## config.mk

```make
export PLATFORM = sky130hd
export DESIGN_NAME = pefao_top
export DESIGN_NICKNAME = d
export VERILOG_FILES = /design/src/pefao_pkg.sv /design/src/pefao_top.sv
export SDC_FILE = /design/constraint.sdc
export NUM_CORES = 1
export LEC_CHECK = 0
export BUFFER_PORTS_ARGS = -buffer_cell sky130_fd_sc_hd__buf_2
export CAP_MARGIN = 20
export CORE_MARGIN = 2
export CORE_UTILIZATION = 49
export CTS_BUF_LIST = sky130_fd_sc_hd__clkbuf_8
export DETAILED_ROUTE_END_ITERATION = 8
export PLACE_DENSITY = 0.87
export SLEW_MARGIN = 20
export SYNTH_ARGS = -nofsm -noshare
export SYNTH_HDL_FRONTEND = slang
export SYNTH_SLANG_ARGS = --single-unit
```

## constraint.sdc

```tcl
create_clock -name aclk -period 2.6 [get_ports aclk]
set_input_delay 0.39 -clock aclk [delete_from_list [all_inputs] [get_ports aclk]]
set_output_delay 0.39 -clock aclk [all_outputs]
set_load 0.02 [all_outputs]
```

## src/pefao_pkg.sv

```systemverilog
// Constants for the port E/F pin override block: register map, field positions, reset values.
// Assumes a 32-bit AXI4-Lite register bus with word-aligned registers.
package pefao_pkg;

  // ----------------------------------------------------------------
  // Register byte addresses
  // ----------------------------------------------------------------
  localparam logic [7:0] PEFAO_E_LATCH_ADDR = 8'h00;
  localparam logic [7:0] PEFAO_E_DIR_ADDR   = 8'h04;
  localparam logic [7:0] PEFAO_E_PIN_ADDR   = 8'h08;
  localparam logic [7:0] PEFAO_F_LATCH_ADDR = 8'h0C;
  localparam logic [7:0] PEFAO_F_DIR_ADDR   = 8'h10;
  localparam logic [7:0] PEFAO_F_PIN_ADDR   = 8'h14;
  localparam logic [7:0] PEFAO_CTRL_ADDR    = 8'h18;
  localparam logic [7:0] PEFAO_PCMASK_ADDR  = 8'h1C;

  // ----------------------------------------------------------------
  // Control register fields
  // ----------------------------------------------------------------
  localparam int PEFAO_CTRL_RECV_EN  = 0;
  localparam int PEFAO_CTRL_XMIT_EN  = 1;
  localparam int PEFAO_CTRL_PULL_DIS = 2;
  localparam int PEFAO_CTRL_PCGE    = 3;
  localparam int PEFAO_CTRL_SYNC    = 4;
  localparam int PEFAO_CTRL_TWO     = 5;
  localparam int PEFAO_CTRL_THREE   = 6;
  localparam int PEFAO_CTRL_AIN0D   = 7;
  localparam int PEFAO_CTRL_AIN1D   = 8;
  localparam int PEFAO_CTRL_W       = 9;

  // ----------------------------------------------------------------
  // Reset values and bus answers
  // ----------------------------------------------------------------
  localparam logic [7:0]            PEFAO_PORT_RST = 8'h00;
  localparam logic [PEFAO_CTRL_W-1:0] PEFAO_CTRL_RST = 9'h000;
  localparam logic [1:0]            PEFAO_RESP_OKAY   = 2'h0;
  localparam logic [1:0]            PEFAO_RESP_SLVERR = 2'h2;

endpackage

```

## src/pefao_top.sv

```systemverilog
// Pin override logic for two 8-bit ports (E and F) with an AXI4-Lite register slave.
// Assumes pin inputs synchronous to aclk; the TAP controller and peripherals live outside.
`timescale 1ns/100ps
module pefao_top
  import pefao_pkg::*;
(
  input  wire logic        aclk,
  input  wire logic        aresetn,
  input  wire logic [7:0]  s_axi_awaddr,
  input  wire logic        s_axi_awvalid,
  output logic             s_axi_awready,
  input  wire logic [31:0] s_axi_wdata,
  input  wire logic [3:0]  s_axi_wstrb,
  input  wire logic        s_axi_wvalid,
  output logic             s_axi_wready,
  output logic [1:0]       s_axi_bresp,
  output logic             s_axi_bvalid,
  input  wire logic        s_axi_bready,
  input  wire logic [7:0]  s_axi_araddr,
  input  wire logic        s_axi_arvalid,
  output logic             s_axi_arready,
  output logic [31:0]      s_axi_rdata,
  output logic [1:0]       s_axi_rresp,
  output logic             s_axi_rvalid,
  input  wire logic        s_axi_rready,
  input  wire logic        clock_output_fuse,
  input  wire logic        io_clock,
  input  wire logic        test_port_enable,
  input  wire logic        tap_shift_ir,
  input  wire logic        tap_shift_dr,
  input  wire logic        tap_tdo,
  input  wire logic        txd_data,
  input  wire logic        serial_external_clock_data,
  input  wire logic        usi_do,
  input  wire logic        usi_sda_data,
  input  wire logic        usi_scl_hold,
  input  wire logic        usi_start_int_en,
  input  wire logic [7:0]  pe_in,
  output logic [7:0]       pe_out,
  output logic [7:0]       pe_oe,
  output logic [7:0]       pe_pullup,
  input  wire logic [7:0]  pf_in,
  output logic [7:0]       pf_out,
  output logic [7:0]       pf_oe,
  output logic [7:0]       pf_pullup,
  output logic [7:0]       pe_din,
  output logic [7:0]       pf_din,
  output logic             tap_tdi,
  output logic             tap_tms,
  output logic             tap_tck
);

  // ----------------------------------------------------------------
  // Register state
  // ----------------------------------------------------------------
  logic [7:0]              e_latch_q, e_latch_d, e_dir_q, e_dir_d;
  logic [7:0]              f_latch_q, f_latch_d, f_dir_q, f_dir_d;
  logic [PEFAO_CTRL_W-1:0] ctrl_q, ctrl_d;
  logic [7:0]              pcmask_q, pcmask_d;
  logic [7:0]              pe_din_d, pf_din_d, pe_din_q, pf_din_q;
  logic                    aw_full_q, aw_full_d, w_full_q, w_full_d;
  logic [7:0]              awaddr_q, awaddr_d;
  logic [31:0]             wdata_q, wdata_d;
  logic                    wstrb0_q, wstrb0_d;
  logic                    bvalid_q, bvalid_d, rvalid_q, rvalid_d;
  logic [1:0]              bresp_q, bresp_d, rresp_q, rresp_d;
  logic [31:0]             rdata_q, rdata_d;
  logic                    do_write;

  logic receiver_enable, transmitter_enable, global_pullup_disable, pin_change_group_enable;
  logic sync_serial_mode, universal_serial_two_wire_mode, usi_three_wire;
  assign receiver_enable                = ctrl_q[PEFAO_CTRL_RECV_EN];
  assign transmitter_enable             = ctrl_q[PEFAO_CTRL_XMIT_EN];
  assign global_pullup_disable          = ctrl_q[PEFAO_CTRL_PULL_DIS];
  assign pin_change_group_enable        = ctrl_q[PEFAO_CTRL_PCGE];
  assign sync_serial_mode               = ctrl_q[PEFAO_CTRL_SYNC];
  assign universal_serial_two_wire_mode = ctrl_q[PEFAO_CTRL_TWO];
  assign usi_three_wire                 = ctrl_q[PEFAO_CTRL_THREE];

  // ----------------------------------------------------------------
  // Override vectors
  // ----------------------------------------------------------------
  // Pull-up, direction, value and digital-input override enables/values per pin
  logic [7:0] e_puoe, e_puov, e_ddoe, e_ddov, e_pvoe, e_pvov, e_dieoe, e_dieov;
  logic [7:0] f_puoe, f_puov, f_ddoe, f_ddov, f_pvoe, f_pvov, f_dieoe, f_dieov;
  logic [7:0] pc_en;
  logic       clk_pin_take, serial_clock_drive;

  always_comb begin
    pc_en        = pcmask_q & {8{pin_change_group_enable}};
    // Reset is sampled as a level here so the clock leaves on bit 7 while reset is held
    clk_pin_take = clock_output_fuse | ~aresetn;
    serial_clock_drive = sync_serial_mode & e_dir_q[2];
    e_puoe  = {2'b00, universal_serial_two_wire_mode, 2'b00, serial_clock_drive, transmitter_enable, receiver_enable};
    e_puov  = {7'h00, e_latch_q[0]};
    e_ddoe  = {clk_pin_take, 1'b0, universal_serial_two_wire_mode, universal_serial_two_wire_mode,
               2'b00, transmitter_enable, receiver_enable};
    e_ddov  = {1'b1, 1'b0, (usi_sda_data | e_latch_q[5]) & e_dir_q[5],
               usi_scl_hold | e_latch_q[4] | e_dir_q[4], 2'b00, 1'b1, 1'b0};
    e_pvoe  = {clk_pin_take, usi_three_wire, universal_serial_two_wire_mode & e_dir_q[5],
               universal_serial_two_wire_mode & e_dir_q[4], 1'b0, serial_clock_drive, transmitter_enable, 1'b0};
    e_pvov  = {io_clock, usi_do, 3'b000, serial_external_clock_data, txd_data, 1'b0};
    e_dieoe = pc_en | {2'b00, {2{usi_start_int_en}}, ctrl_q[PEFAO_CTRL_AIN1D], ctrl_q[PEFAO_CTRL_AIN0D], 2'b00};
    e_dieov = {4'hF, pc_en[3], pc_en[2], 2'b11};
    // Test port claims the upper four analog pins
    f_puoe  = {{4{test_port_enable}}, 4'h0};
    f_puov  = 8'hF0;
    f_ddoe  = {{4{test_port_enable}}, 4'h0};
    f_ddov  = {1'b0, tap_shift_ir | tap_shift_dr, 6'h00};
    f_pvoe  = {1'b0, test_port_enable, 6'h00};
    f_pvov  = {1'b0, tap_tdo, 6'h00};
    f_dieoe = {{4{test_port_enable}}, 4'h0};
    f_dieov = 8'h00;
  end

  // Per pin, an override enable picks its value over the port register setting
  logic [7:0] e_die, f_die;
  always_comb begin
    pe_oe     = (e_ddoe & e_ddov) | (~e_ddoe & e_dir_q);
    pe_out    = (e_pvoe & e_pvov) | (~e_pvoe & e_latch_q);
    pe_pullup = (e_puoe & e_puov) | (~e_puoe & e_latch_q & ~e_dir_q & {8{~global_pullup_disable}});
    e_die     = e_dieov | ~e_dieoe;
    pf_oe     = (f_ddoe & f_ddov) | (~f_ddoe & f_dir_q);
    pf_out    = (f_pvoe & f_pvov) | (~f_pvoe & f_latch_q);
    // Override is combinational so the test pull-ups survive register reset
    pf_pullup = (f_puoe & f_puov) | (~f_puoe & f_latch_q & ~f_dir_q & {8{~global_pullup_disable}});
    f_die     = f_dieov | ~f_dieoe;
  end

  // Test pins bypass the digital input gate; the TAP runs on tap_tck itself
  assign tap_tdi = test_port_enable & pf_in[7];
  assign tap_tms = test_port_enable & pf_in[5];
  assign tap_tck = test_port_enable & pf_in[4];

  // ----------------------------------------------------------------
  // AXI4-Lite slave
  // ----------------------------------------------------------------
  assign s_axi_awready = ~aw_full_q & ~bvalid_q;
  assign s_axi_wready  = ~w_full_q & ~bvalid_q;
  assign s_axi_arready = ~rvalid_q;
  assign s_axi_bvalid  = bvalid_q;
  assign s_axi_bresp   = bresp_q;
  assign s_axi_rvalid  = rvalid_q;
  assign s_axi_rresp   = rresp_q;
  assign s_axi_rdata   = rdata_q;
  assign pe_din        = pe_din_q;
  assign pf_din        = pf_din_q;

  always_comb begin
    aw_full_d = aw_full_q;
    w_full_d  = w_full_q;
    awaddr_d  = awaddr_q;
    wdata_d   = wdata_q;
    wstrb0_d  = wstrb0_q;
    bvalid_d  = bvalid_q;
    bresp_d   = bresp_q;
    rvalid_d  = rvalid_q;
    rresp_d   = rresp_q;
    rdata_d   = rdata_q;
    e_latch_d = e_latch_q;
    e_dir_d   = e_dir_q;
    f_latch_d = f_latch_q;
    f_dir_d   = f_dir_q;
    ctrl_d    = ctrl_q;
    pcmask_d  = pcmask_q;
    // Pins read as zero where digital input is disabled, saving a floating input
    pe_din_d  = pe_in & e_die;
    pf_din_d  = pf_in & f_die;
    if (s_axi_awvalid && s_axi_awready) begin
      aw_full_d = 1'b1;
      awaddr_d  = s_axi_awaddr;
    end
    if (s_axi_wvalid && s_axi_wready) begin
      w_full_d = 1'b1;
      wdata_d  = s_axi_wdata;
      wstrb0_d = s_axi_wstrb[0];
    end
    do_write = aw_full_q & w_full_q & ~bvalid_q;
    if (do_write) begin
      aw_full_d = 1'b0;
      w_full_d  = 1'b0;
      bvalid_d  = 1'b1;
      bresp_d   = PEFAO_RESP_OKAY;
      case (awaddr_q)
        PEFAO_E_LATCH_ADDR: if (wstrb0_q) e_latch_d = wdata_q[7:0];
        PEFAO_E_DIR_ADDR:   if (wstrb0_q) e_dir_d = wdata_q[7:0];
        PEFAO_F_LATCH_ADDR: if (wstrb0_q) f_latch_d = wdata_q[7:0];
        PEFAO_F_DIR_ADDR:   if (wstrb0_q) f_dir_d = wdata_q[7:0];
        PEFAO_CTRL_ADDR:    if (wstrb0_q) ctrl_d = wdata_q[PEFAO_CTRL_W-1:0];
        PEFAO_PCMASK_ADDR:  if (wstrb0_q) pcmask_d = wdata_q[7:0];
        PEFAO_E_PIN_ADDR, PEFAO_F_PIN_ADDR: bresp_d = PEFAO_RESP_OKAY;
        default:            bresp_d = PEFAO_RESP_SLVERR;
      endcase
    end
    if (bvalid_q && s_axi_bready) begin
      bvalid_d = 1'b0;
    end
    if (s_axi_arvalid && s_axi_arready) begin
      rvalid_d = 1'b1;
      rresp_d  = PEFAO_RESP_OKAY;
      rdata_d  = 32'h0000_0000;
      case (s_axi_araddr)
        PEFAO_E_LATCH_ADDR: rdata_d[7:0] = e_latch_q;
        PEFAO_E_DIR_ADDR:   rdata_d[7:0] = e_dir_q;
        PEFAO_E_PIN_ADDR:   rdata_d[7:0] = pe_din_q;
        PEFAO_F_LATCH_ADDR: rdata_d[7:0] = f_latch_q;
        PEFAO_F_DIR_ADDR:   rdata_d[7:0] = f_dir_q;
        PEFAO_F_PIN_ADDR:   rdata_d[7:0] = pf_din_q;
        PEFAO_CTRL_ADDR:    rdata_d[PEFAO_CTRL_W-1:0] = ctrl_q;
        PEFAO_PCMASK_ADDR:  rdata_d[7:0] = pcmask_q;
        default:            rresp_d = PEFAO_RESP_SLVERR;
      endcase
    end else if (rvalid_q && s_axi_rready) begin
      rvalid_d = 1'b0;
    end
  end

  always_ff @(posedge aclk) begin
    if (!aresetn) begin
      aw_full_q  <= 1'b0;
      w_full_q   <= 1'b0;
      awaddr_q   <= 8'h00;
      wdata_q    <= 32'h0000_0000;
      wstrb0_q   <= 1'b0;
      bvalid_q   <= 1'b0;
      bresp_q    <= PEFAO_RESP_OKAY;
      rvalid_q   <= 1'b0;
      rresp_q    <= PEFAO_RESP_OKAY;
      rdata_q    <= 32'h0000_0000;
      e_latch_q  <= PEFAO_PORT_RST;
      e_dir_q    <= PEFAO_PORT_RST;
      f_latch_q  <= PEFAO_PORT_RST;
      f_dir_q    <= PEFAO_PORT_RST;
      ctrl_q     <= PEFAO_CTRL_RST;
      pcmask_q   <= PEFAO_PORT_RST;
      pe_din_q   <= PEFAO_PORT_RST;
      pf_din_q   <= PEFAO_PORT_RST;
    end else begin
      aw_full_q  <= aw_full_d;
      w_full_q   <= w_full_d;
      awaddr_q   <= awaddr_d;
      wdata_q    <= wdata_d;
      wstrb0_q   <= wstrb0_d;
      bvalid_q   <= bvalid_d;
      bresp_q    <= bresp_d;
      rvalid_q   <= rvalid_d;
      rresp_q    <= rresp_d;
      rdata_q    <= rdata_d;
      e_latch_q  <= e_latch_d;
      e_dir_q    <= e_dir_d;
      f_latch_q  <= f_latch_d;
      f_dir_q    <= f_dir_d;
      ctrl_q     <= ctrl_d;
      pcmask_q   <= pcmask_d;
      pe_din_q   <= pe_din_d;
      pf_din_q   <= pf_din_d;
    end
  end

  // ----------------------------------------------------------------
  // Assertions
  // ----------------------------------------------------------------
  a_rx_input: assert property (@(posedge aclk) disable iff (!aresetn)
    receiver_enable |-> !pe_oe[0]) else $error("receive pin driven while receiver on");
  a_rx_pullup: assert property (@(posedge aclk) disable iff (!aresetn)
    receiver_enable |-> pe_pullup[0] == e_latch_q[0]) else $error("receive pin pull-up wrong");
  a_clk_drive: assert property (@(posedge aclk) disable iff (!aresetn)
    clock_output_fuse |-> pe_oe[7] && pe_out[7] == io_clock) else $error("clock pin not driven");
  a_jtag_pullups: assert property (@(posedge aclk) disable iff (1'b0)
    test_port_enable |-> pf_pullup[7] && pf_pullup[5] && pf_pullup[4]) else $error("test pull-ups off");
  a_jtag_pins: assert property (@(posedge aclk) disable iff (!aresetn)
    test_port_enable ##1 test_port_enable |-> pf_din[7:4] == 4'h0 && !pf_oe[7] && !pf_oe[5])
    else $error("test pins usable as I/O");
  a_tdo_idle: assert property (@(posedge aclk) disable iff (!aresetn)
    test_port_enable && !tap_shift_ir && !tap_shift_dr |-> !pf_oe[6] && pf_pullup[6])
    else $error("test data out driven outside shift");
  a_tdi_route: assert property (@(posedge aclk) disable iff (!aresetn)
    test_port_enable |-> tap_tdi == pf_in[7] && tap_tck == pf_in[4]) else $error("test pins not routed");
  a_clk_reset: assert property (@(posedge aclk) disable iff (1'b0)
    !aresetn |-> pe_oe[7] && pe_out[7] == io_clock) else $error("clock pin idle in reset");
  a_serial_clock_mode: assert property (@(posedge aclk) disable iff (!aresetn)
    !sync_serial_mode && !clock_output_fuse |-> pe_out[2] == e_latch_q[2]) else $error("serial clock active");
  a_plain_pin: assert property (@(posedge aclk) disable iff (!aresetn)
    do_write && awaddr_q == PEFAO_E_DIR_ADDR && wstrb0_q |=> pe_oe[3] == $past(wdata_q[3]))
    else $error("direction not applied");

endmodule

```

==> Word level (Yosys, flattened, before mapping) <==
Index checks and enable logic that the tools add are counted.
{ "op_classes": {"n_eq_ne": 14, "mux": 6, "bitwise": 56, "reduce_logical": 18} }
{ "ops": {"columns": ["cell", "n"], "rows": [
  ["8-bit AND", 15],
  ["8-bit by 5-bit equality test with 1-bit output (second input constant)", 8],
  ["8-bit case mux with 8 select lines", 1],
  ["8-bit NOT", 6],
  ["8-bit OR", 5],
  ["8-bit by 4-bit equality test with 1-bit output (second input constant)", 4],
  ["3-bit AND reduction", 6],
  ["8-bit by 3-bit equality test with 1-bit output (second input constant)", 2],
  ["8-bit logical NOT", 2],
  ["8-bit OR reduction", 2],
  ["1-bit AND", 11],
  ["8-bit by 7-bit AND with 8-bit output", 1],
  ["6-bit NOT with 8-bit output", 1],
  ["7-bit NOT with 8-bit output", 1],
  ["6-bit by 8-bit OR with 8-bit output", 1],
  ["7-bit by 8-bit OR with 8-bit output", 1],
  ["8-bit by 6-bit OR with 8-bit output", 1],
  ["7-bit AND", 1],
  ["6-bit by 1-bit AND with 6-bit output", 1],
  ["1-bit NOT", 6],
  ["1-bit logical AND", 5],
  ["1-bit OR", 5],
  ["2-bit two-way mux", 2],
  ["2-bit OR reduction", 2],
  ["other kinds (2)", 4]
]} }
{ "word_totals": {"register_bits": 100, "output_inout_bits": 108, "elab_cells": 112} }

==> Longest topological paths before layout <==
Gate-level depths: netlist of run 1.
{ "logic_depth": {"word_depth": 6, "depth_mapped": 6} }

==> Least setup slack after synthesis of run 1 <==
No wires, ideal clock.
{ "synth_timing": {"kind": "register -> register", "start": "reg awaddr_q[5]", "end": "reg f_dir_q[0]", "setup_time_ns": 0.072, "t_arrival_ns": 1.987, "t_required_ns": 2.528, "setup_slack_ns": 0.542, "stages_incl_launch_ff": 6, "n_path_buf": 1, "cell_sequence": "dfxtp_1 -> or4_1 -> or3_1 -> buf_6 -> nor4_4 -> mux2i_1"} }
{ "synth_via": {"elab_chain_len": 2} }
{ "synth_lines": {"columns": ["item", "line_no", "source"], "rows": [
  ["start, declared", "pefao_top.sv:62", "logic [7:0] awaddr_q, awaddr_d;"],
  ["start signal, assigned", "pefao_top.sv:241", "awaddr_q <= awaddr_d;"],
  ["8-bit by 5-bit equality test with 1-bit output", "pefao_top.sv:184", "case (awaddr_q)"],
  ["3-bit AND reduction (no source line)", null, null],
  ["end signal, assigned", "pefao_top.sv:252", "f_dir_q <= f_dir_d;"],
  ["end, declared", "pefao_top.sv:57", "logic [7:0] f_latch_q, f_latch_d, f_dir_q, f_dir_d;"]
]} }
No other way between the ends.
A chain may end at the register's enable or synchronous reset.

==> Final worst setup path of run 1 <==
{ "layout_timing": {"start": "reg awaddr_q[5]", "end": "reg f_dir_q[6]"} }
The elaborated chain is that of the path after synthesis.

==> impl_metrics.yaml, run 1 <==
status:
  status: "finished clean"
final_layout:
  layout_commonest_cell: "buf_2"
  drive_gt1_share_pct: 32.2
  nets: 691
  final_util_pct: 58.7
  area_growth_pct: 17.6
  fillers: 826
  layout_common_cells: "buf_2 (142), nand2_1 (111), dfxtp_1 (98), mux2i_1 (58)"
  diodes: 0
  final_cells: 720
  fin_area_um2: 5370
setup_path:
  critPathLaunchType: "flip-flop"
  path_class: "reg -> reg"
  cp.buffers_inverters: 1
  worstSetupEndpointType: "flip-flop"
  r2r-end: "f_dir_q[6]"
  reg2reg_slack_ns: 0.41
  critPathArrivalTime_ns: 2.47
  reg2reg_from: "awaddr_q[5]"
  cp_slowest_stage_delay_ns: 0.55
  crit_chain: "or4_1 -> or3_1 -> nor4_4 -> buf_4 -> mux2i_1"
  worst_ep_required_time_ns: 2.88
  r2r_cells: 5
  crit_family: "simple AND/OR/NAND/NOR gates"
  crit_path_top_delay_cell: "or3_1"
  crit_fanout: 8
placement:
  place_area_um2: 5180
  gp_congestion: 0.838
  dp_hpwl_um: 8320
  dp_cells: 704
  port_buffers: 142
power_and_ir_drop:
  p_sw_share_pct: 26.1
  p_int_mw: 2.09
  p_sw_mw: 0.736
  clockPowerShare_pct: 33.1
  total_power_mw: 2.82
  p_seq_share_pct: 55.6
  leakagePower_nw: 2.35
  p_per_area_nw_per_um2: 526
  p_comb_share_pct: 11.3
  max-vdd-ir-drop_v: 0.000279
clock_network:
  clockBufferDepth: 2
  cts_buffers: 9
  cts_resized: 0
  cts_setup_buffers: 0
  cts_root_buf: "clkbuf_8"
  cts_tree: "built"
  ctsHoldBuffers: 0
  clk_pin_slew_ns: 0.09
  cts_htree_levels: 3
  insertion_delay_ns: 0.35
  clkSinkCount: 98
worst_hold_path:
  holdPathStages: 2
  hp-start: "s_axi_rready"
  worstHoldPathType: "in -> reg"
  hold_end: "s_axi_rvalid"
global_route:
  antenna_found_initial: 0
  grt_pass1_vias: 3574
  grt_overflow: 0
  grt_pass1_wl_um: 17600
  track_usage_pct: 22.4
  grt_max_degree: 35
floorplan:
  ios: 195
  start_util_pct: 49.9
  core_area_um2: 9150
  die_width_um: 101
  die_h_um: 101
  die-area_um2: 10100
  num_rows: 35
synthesis:
  ys_ff_latch: 98
  synth_area_leaders: "dfxtp_1 (43%), mux2i_1 (13%), nand2_1 (9.1%)"
  ys_seq_area_share_pct: 43.0
  synth_top_family_by_area: "multiplexers"
  ys.warnings.count: 0
  muxShareOfSynthArea_pct: 21.3
  synth_compound_area_share_pct: 5.76
  synth_cell_types: 36
  synth_edf_count: 0
  yosysTopAreaCell: "dfxtp_1"
  synth-xor-area-share_pct: 0
  synthAdderAreaFrac_pct: 0
  synth_simple_gate_area_share_pct: 20.4
  syn-mean-instance-area_um2: 9.47
  ys.flop_type: "dfxtp_1"
  netlist.area_leader.share_pct: 43.0
  syn_inst: 482
  syn_area_um2: 4570
  async_reset_ff_share_pct: 0
drt:
  met1Wirelength_um: 4720
  wirelength_um: 11300
  initialDrtViolationCount: 149
  routed_via_density: 5.24
  ant_nets: 0
  dr_wl_met2_um: 5510
  dr.pass1.iters: 5
  top_layer: "met4"
  avgRoutedWirePerCell_um: 15.7
  wl_met3_um: 770
  remaining_drc_errors: 0
  num_vias: 3773
sta:
  fmax_ghz: 0.457
  fin_skew_ns: 0.00867
  final_hold_viol_count: 0
  period_minus_slack_ns: 2.19
  tightestPinTransition_ns: 0.784
  period_share_pct: 84.1
  relSlewSlack_pct: 47.5
  setup_tns_ns: 0
  drv_slew: 0
  rsz0062_at_grt: "false"
  setup_viol: 0
job:
  maxCapViolations: 0
[stage by stage]
stage | hold WS, ns | setup WS (ns)
after floorplan | 0.420 | 0.542
after global routing | 0.221 | 0.325
after detailed placement | 0.437 | 0.393
after global placement | 0.432 | 0.474
after CTS | 0.204 | 0.375
final | 0.224 | 0.413
[cell type report]
| class | count | area (µm²) | area share, % |
|---|---|---|---|
| Timing Repair Buffer | 153 | 793 | 14.8 |
| Sequential cell | 98 | 1960 | 36.5 |
| Clock inverter | 7 | 62.6 | 1.17 |
| Tap cell | 111 | 139 | 2.59 |
| Multi-Input combinational cell | 337 | 2270 | 42.3 |
| Inverter | 5 | 18.8 | 0.350 |
| Clock buffer | 9 | 124 | 2.31 |
[per-layer routing]
metal / track usage (%) / vias to the layer above
li1: - / 1808
met3: 3.95 / 28
met4: 7.90 / 0
met2: 39.1 / 176
met5: 0 / -
met1: 27.8 / 1761
[Yosys cell counts, drive strengths merged (2+ instances only)]
cell type,number
mux2i,58
a211oi,3
nor2b,5
mux4,15
dfxtp,98
nand2,111
a21boi,3
a21o,4
clkbuf,20
and2,19
a21oi,25
or2,2
mux2,5
nand3,2
nor3,6
nor4,3
inv,4
buf,46
nor2,15
or3,2
nand2b,6
nor3b,10
o21ai,11
[logic make-up (layout without fill, tap and decap cells)]
family                 after synthesis  after routing
other                                1             25
buffers and inverters               71            174
multiplexers                        78             78
flip-flops                          98             98
AND/OR/NAND/NOR                    187            187
AO/OA/AOI/OAI                       47             47
[power by group through the flow]
stage                     clock, mW  sequential, mW  combinational (mW)
final                         0.934            1.57               0.318
after global routing           1.02            1.57               0.349
after CTS                     0.964            1.57               0.318
after detailed placement          0            1.60               0.318
after global placement            0            1.60               0.310
after floorplan                   0            1.61               0.228
[how the worst max path moves through the flow]
stage / cells past startpoint / start / end / slack, ns
floorplan: 5 / awaddr_q[5] / f_dir_q[0] / 0.54
finish: 5 / awaddr_q[5] / f_dir_q[6] / 0.41
global placement: 5 / awaddr_q[5] / f_dir_q[1] / 0.47
CTS: 5 / awaddr_q[5] / f_dir_q[6] / 0.38
detailed placement: 5 / awaddr_q[5] / f_dir_q[6] / 0.39
global route: 5 / awaddr_q[5] / f_dir_q[6] / 0.33
[worst reg2reg max path: cells and delay by family (launching register included)]
family                 cells  cell delay, ns
buffers and inverters      1            0.25
flip-flops                 1            0.32
multiplexers               1            0.21
AND/OR/NAND/NOR            3            1.33
[flip-flops by register name, summed over array words and instances (netlist names), 8 cells and up]
register     flops
pf_din           8
pe_din           8
awaddr_q         8
e_dir_q          8
s_axi_rdata      9
e_latch_q        8
wdata_q          9
pcmask_q         8
f_latch_q        8
f_dir_q          8
ctrl_q           9
Note: power is estimated with default switching activity, not from simulation.
==> inputs of run 2 (changes only) <==
Clock period 2.6 ns to 2.3 ns, I/O delays scaled along.
==> impl_metrics.yaml, run 2 (synthesis results as in run 1) <==
floorplan:
  core_area_um2: 9150
  ios: 195
  die_width_um: 101
  die_h_um: 101
  start_util_pct: 49.9
  die-area_um2: 10100
  num_rows: 35
setup_path:
  crit_fanout: 18
  critPathArrivalTime_ns: 1.73
  critPathLaunchType: "flip-flop"
  worst_ep_required_time_ns: 1.96
  path_class: "reg -> out"
  worstSetupEndpointType: "primary output"
global_route:
  grtUsageMet2_pct: 39.6
  use_met1_pct: 29.1
  grt_max_degree: 40
  met3_usage_pct: 4.65
  antenna_found_initial: 0
  track_usage_pct: 23.1
  grt_pass1_wl_um: 18000
  top_usage_layer: "met2"
  grt_pass1_vias: 3660
  grt_overflow: 0
sta:
  fin_skew_ns: 0.00351
  period_minus_slack_ns: 2.08
  setup_slack_ns: 0.222
  rsz0062_at_grt: "false"
  setup_tns_ns: 0
  drv_slew: 0
  tightestPinTransition_ns: 0.854
  period_share_pct: 90.3
  fmax_ghz: 0.481
  final_hold_viol_count: 0
  relSlewSlack_pct: 43.0
  setup_viol: 0
clock_network:
  cts_htree_levels: 3
  ctsHoldBuffers: 0
  insertion_delay_ns: 0.36
  clk_pin_slew_ns: 0.09
  clockBufferDepth: 2
  cts_tree: "built"
  cts_setup_buffers: 0
  cts_buffers: 9
  clkSinkCount: 98
  cts_root_buf: "clkbuf_8"
drt:
  ant_nets: 0
  initialDrtViolationCount: 169
  dr.pass1.iters: 4
  avgRoutedWirePerCell_um: 16.0
  wirelength_um: 11500
  routed_via_density: 5.21
  remaining_drc_errors: 0
  num_vias: 3748
power_and_ir_drop:
  p_per_area_nw_per_um2: 622
  leakagePower_nw: 2.37
  max-vdd-ir-drop_v: 0.000334
final_layout:
  layout_common_cells: "buf_2 (142), nand2_1 (111), dfxtp_1 (98), mux2i_1 (58)"
  layout_commonest_cell: "buf_2"
  drive_gt1_share_pct: 32.2
  diodes: 0
  area_growth_pct: 18.4
  nets: 691
job:
  maxCapViolations: 0
placement:
  port_buffers: 142
  dp_hpwl_um: 8470
  gp_congestion: 0.843
  place_ws_ns: 0.0741
status:
  status: "finished clean"
worst_hold_path:
  worstHoldPathType: "in -> reg"
-- run 2: cell types whose count changed in the layout (fill, tap and decap cells not counted), sizes merged --
cell	delta
bufinv	+1
clkbuf	+2
clkinvlp	-2
clkinv	-2
-- run 2: critical path, stage by stage (launching register included) --
cell and delay [ns]:
dfxtp_1 0.89, nor2_1 0.13, a21o_1 0.20, buf_2 0.15
-- run 2: stage by stage --
| step | cell area (µm²) | utilization (%) | std cells | total power [mW] | hold WS (ns) |
|---|---|---|---|---|---|
| after floorplan | 4660 | - | 506 | 2.08 | 0.420 |
| after global placement | 5180 | 56.6 | 704 | 2.16 | 0.433 |
| after detailed placement | 5180 | 56.6 | 704 | 2.18 | 0.445 |
| after CTS | 5400 | 59.0 | 719 | 3.37 | 0.148 |
| after global routing | 5410 | 59.1 | 719 | 3.49 | 0.164 |
| final | 5410 | 59.1 | 719 | 3.36 | 0.152 |
-- run 2: where the power goes --
part | leakage, nW | switching, mW | internal, mW
Sequential | 0.797 | 0.0345 | 1.74
Clock | 0.118 | 0.567 | 0.659
Combinational | 1.45 | 0.235 | 0.129
-- run 2: path summary, 6_finish.rpt --
kind	startpoint	end	depth (start not counted)	slack, ns
worst min-delay path	s_axi_rready	s_axi_rvalid	2	0.15
worst min register to register	awaddr_q[6]	awaddr_q[6]	2	0.46
worst max-delay path	ctrl_q[2]	pf_pullup[6]	3	0.22
worst max register to register	awaddr_q[5]	f_dir_q[5]	5	0.25
-- run 2: layout make-up --
cell class / instances / area, µm²
fillers: 806 / 3750
multi-input cells: 337 / 2270
flip-flops and latches: 98 / 1960
repair buffers: 153 / 793
clock buffers: 11 / 151
well taps: 111 / 139
clock inverters: 4 / 67.6
inverters: 5 / 18.8
-- run 2: repair_timing --
item	in CTS	in global routing
gates resized for setup	0	1
endpoints found under the setup margin	0	2
endpoints found under the hold margin	0	0
-- run 2: per-layer routing --
metal | up-vias | part of all wire [%]
met2 | 148 | 49
met5 | - | 0
met1 | 1764 | 43
met4 | 0 | 2.0
li1 | 1810 | -
met3 | 26 | 6.0
==> inputs of run 3 (changes only) <==
Settings changed: ABC_AREA from default to 1, CORE_UTILIZATION 49 to 50, PLACE_DENSITY 0.87 to 0.88.
==> impl_metrics.yaml, run 3 <==
final_layout:
  diodes: 0
  multi_input_area_um2: 2130
  final_util_pct: 60.0
  regArea_um2: 1960
  layout_commonest_cell: "buf_2"
  drive_gt1_share_pct: 24.3
  area_growth_pct: 17.1
  layout_common_cells: "buf_2 (142), nand2_1 (113), dfxtp_1 (98), nor2_1 (87), nand3_1 (64)"
  fin_area_um2: 5500
  final_cells: 890
  nets: 861
  fillers: 848
power_and_ir_drop:
  max-vdd-ir-drop_v: 0.000506
  total_power_mw: 3.57
  leakagePower_nw: 2.78
  p_per_area_nw_per_um2: 649
clock_network:
  clkSinkCount: 98
  cts_tree: "built"
  cts_resized: 0
  cts_htree_levels: 3
  cts_setup_buffers: 0
  insertion_delay_ns: 0.36
  clk_pin_slew_ns: 0.09
  cts_root_buf: "clkbuf_8"
  clockBufferDepth: 2
  ctsHoldBuffers: 0
  cts_buffers: 9
synthesis:
  syn_inst: 658
  async_reset_ff_share_pct: 0
  ys.flop_type: "dfxtp_1"
  yosys-top-cells-count: "nand2_1 (113), dfxtp_1 (98), nor2_1 (87), nand3_1 (64), inv_1 (60)"
  ys_seq_area_share_pct: 41.8
  syn_area_um2: 4690
  yosysTopAreaCell: "dfxtp_1"
  synth_edf_count: 0
  synth_area_leaders: "dfxtp_1 (42%), nand2_1 (9.0%), buf_4 (7.4%)"
  ys.warnings.count: 0
  synth_cell_types: 33
  netlist.area_leader.share_pct: 41.8
  syn-mean-instance-area_um2: 7.13
  ys_ff_latch: 98
  yosysMostFrequentCell: "nand2_1"
global_route:
  grt_pass1_wl_um: 20100
  track_usage_pct: 25.3
  grt_pass1_vias: 4202
  grt_overflow: 0
  antenna_found_initial: 0
  grt_max_degree: 70
floorplan:
  num_rows: 35
  ios: 195
  die_width_um: 101
  core_area_um2: 9150
  die-area_um2: 10200
  die_h_um: 101
  start_util_pct: 51.3
setup_path:
  worstSetupEndpointType: "primary output"
  critPathArrivalTime_ns: 1.41
  r2r_cells: 5
  path_class: "reg -> out"
  crit_fanout: 12
  critPathLaunchType: "flip-flop"
  worst_ep_required_time_ns: 1.96
placement:
  dp_cells: 874
  gp_congestion: 0.967
  place_ws_ns: 0.648
  place_area_um2: 5240
  dp_hpwl_um: 9500
  port_buffers: 142
sta:
  setup_slack_ns: 0.548
  drv_slew: 0
  fin_hold_ws_ns: 0.161
  period_minus_slack_ns: 1.75
  period_share_pct: 76.2
  setup_viol: 0
  fmax_ghz: 0.571
  relSlewSlack_pct: 61.5
  tightestPinTransition_ns: 0.578
  final_hold_viol_count: 0
  rsz0062_at_grt: "false"
  setup_tns_ns: 0
  fin_skew_ns: 0.0124
job:
  maxCapViolations: 0
worst_hold_path:
  holdPathStages: 3
  worstHoldPathType: "in -> reg"
drt:
  dr.pass1.iters: 5
  ant_nets: 0
  avgRoutedWirePerCell_um: 14.3
  wirelength_um: 12800
  initialDrtViolationCount: 393
  routed_via_density: 5.22
  remaining_drc_errors: 0
  num_vias: 4648
status:
  status: "finished clean"
==> run 3: cell count changes in the layout (fill, tap and decap cells not counted), sizes merged, moves of 14 or more <==
cell    previous run  this run
and2              19         0
inv                6        61
o21ai             11        57
nand3              2        64
a21oi             25        52
mux2i             58         0
mux4              15         0
a211oi             3        17
nor2              15        97
==> run 3: logic make-up after synthesis <==
| family | count (synthesis) | synth area share, % |
|---|---|---|
| buf+inv | 132 | 14.7 |
| simple gates | 295 | 27.7 |
| compound gates | 132 | 15.8 |
| other cells | 1 | 0.0799 |
| flops | 98 | 41.8 |
==> run 3: final timing paths <==
| kind | to | from | slack (ns) |
|---|---|---|---|
| setup / recovery | pe_pullup[6] | ctrl_q[2] | 0.55 |
| hold / removal | pe_din[0] | pe_in[0] | 0.16 |
| setup reg to reg | ctrl_q[8] | awaddr_q[4] | 0.57 |
| hold reg to reg | pe_din[3] | pcmask_q[3] | 0.46 |
==> run 3: layout make-up <==
type                       instances  area share [%]
sequential                        98            35.7
clock buffer                      11            2.76
multi-input combinational        452            38.8
inverter                          62            4.23
clock inverter                     5            1.82
timing repair buffer             151            14.2
tap                              111            2.53
==> run 3: critical path, stage by stage (launching register included) <==
cell and delay (ns):
dfxtp_1 0.32, buf_4 0.19, nor3_1 0.30, buf_2 0.23
==> run 3: power breakdown <==
| part | switching (mW) | leakage [nW] | internal [mW] |
|---|---|---|---|
| Sequential | 0.0397 | 0.799 | 1.75 |
| Combinational | 0.304 | 1.85 | 0.123 |
| Clock | 0.567 | 0.129 | 0.778 |
| Total | 0.911 | 2.78 | 2.66 |
==> run 3: per-layer routing <==
layer  part of all wire (%)  vias up  wire (µm)  track usage [%]
li1                       -     2317          -                -
met4                    2.6        0        326             8.32
met5                      0        -          0                0
met1                     39     2047       5000             30.4
met3                    9.2       30       1180             6.59
met2                     49      254       6260             44.0
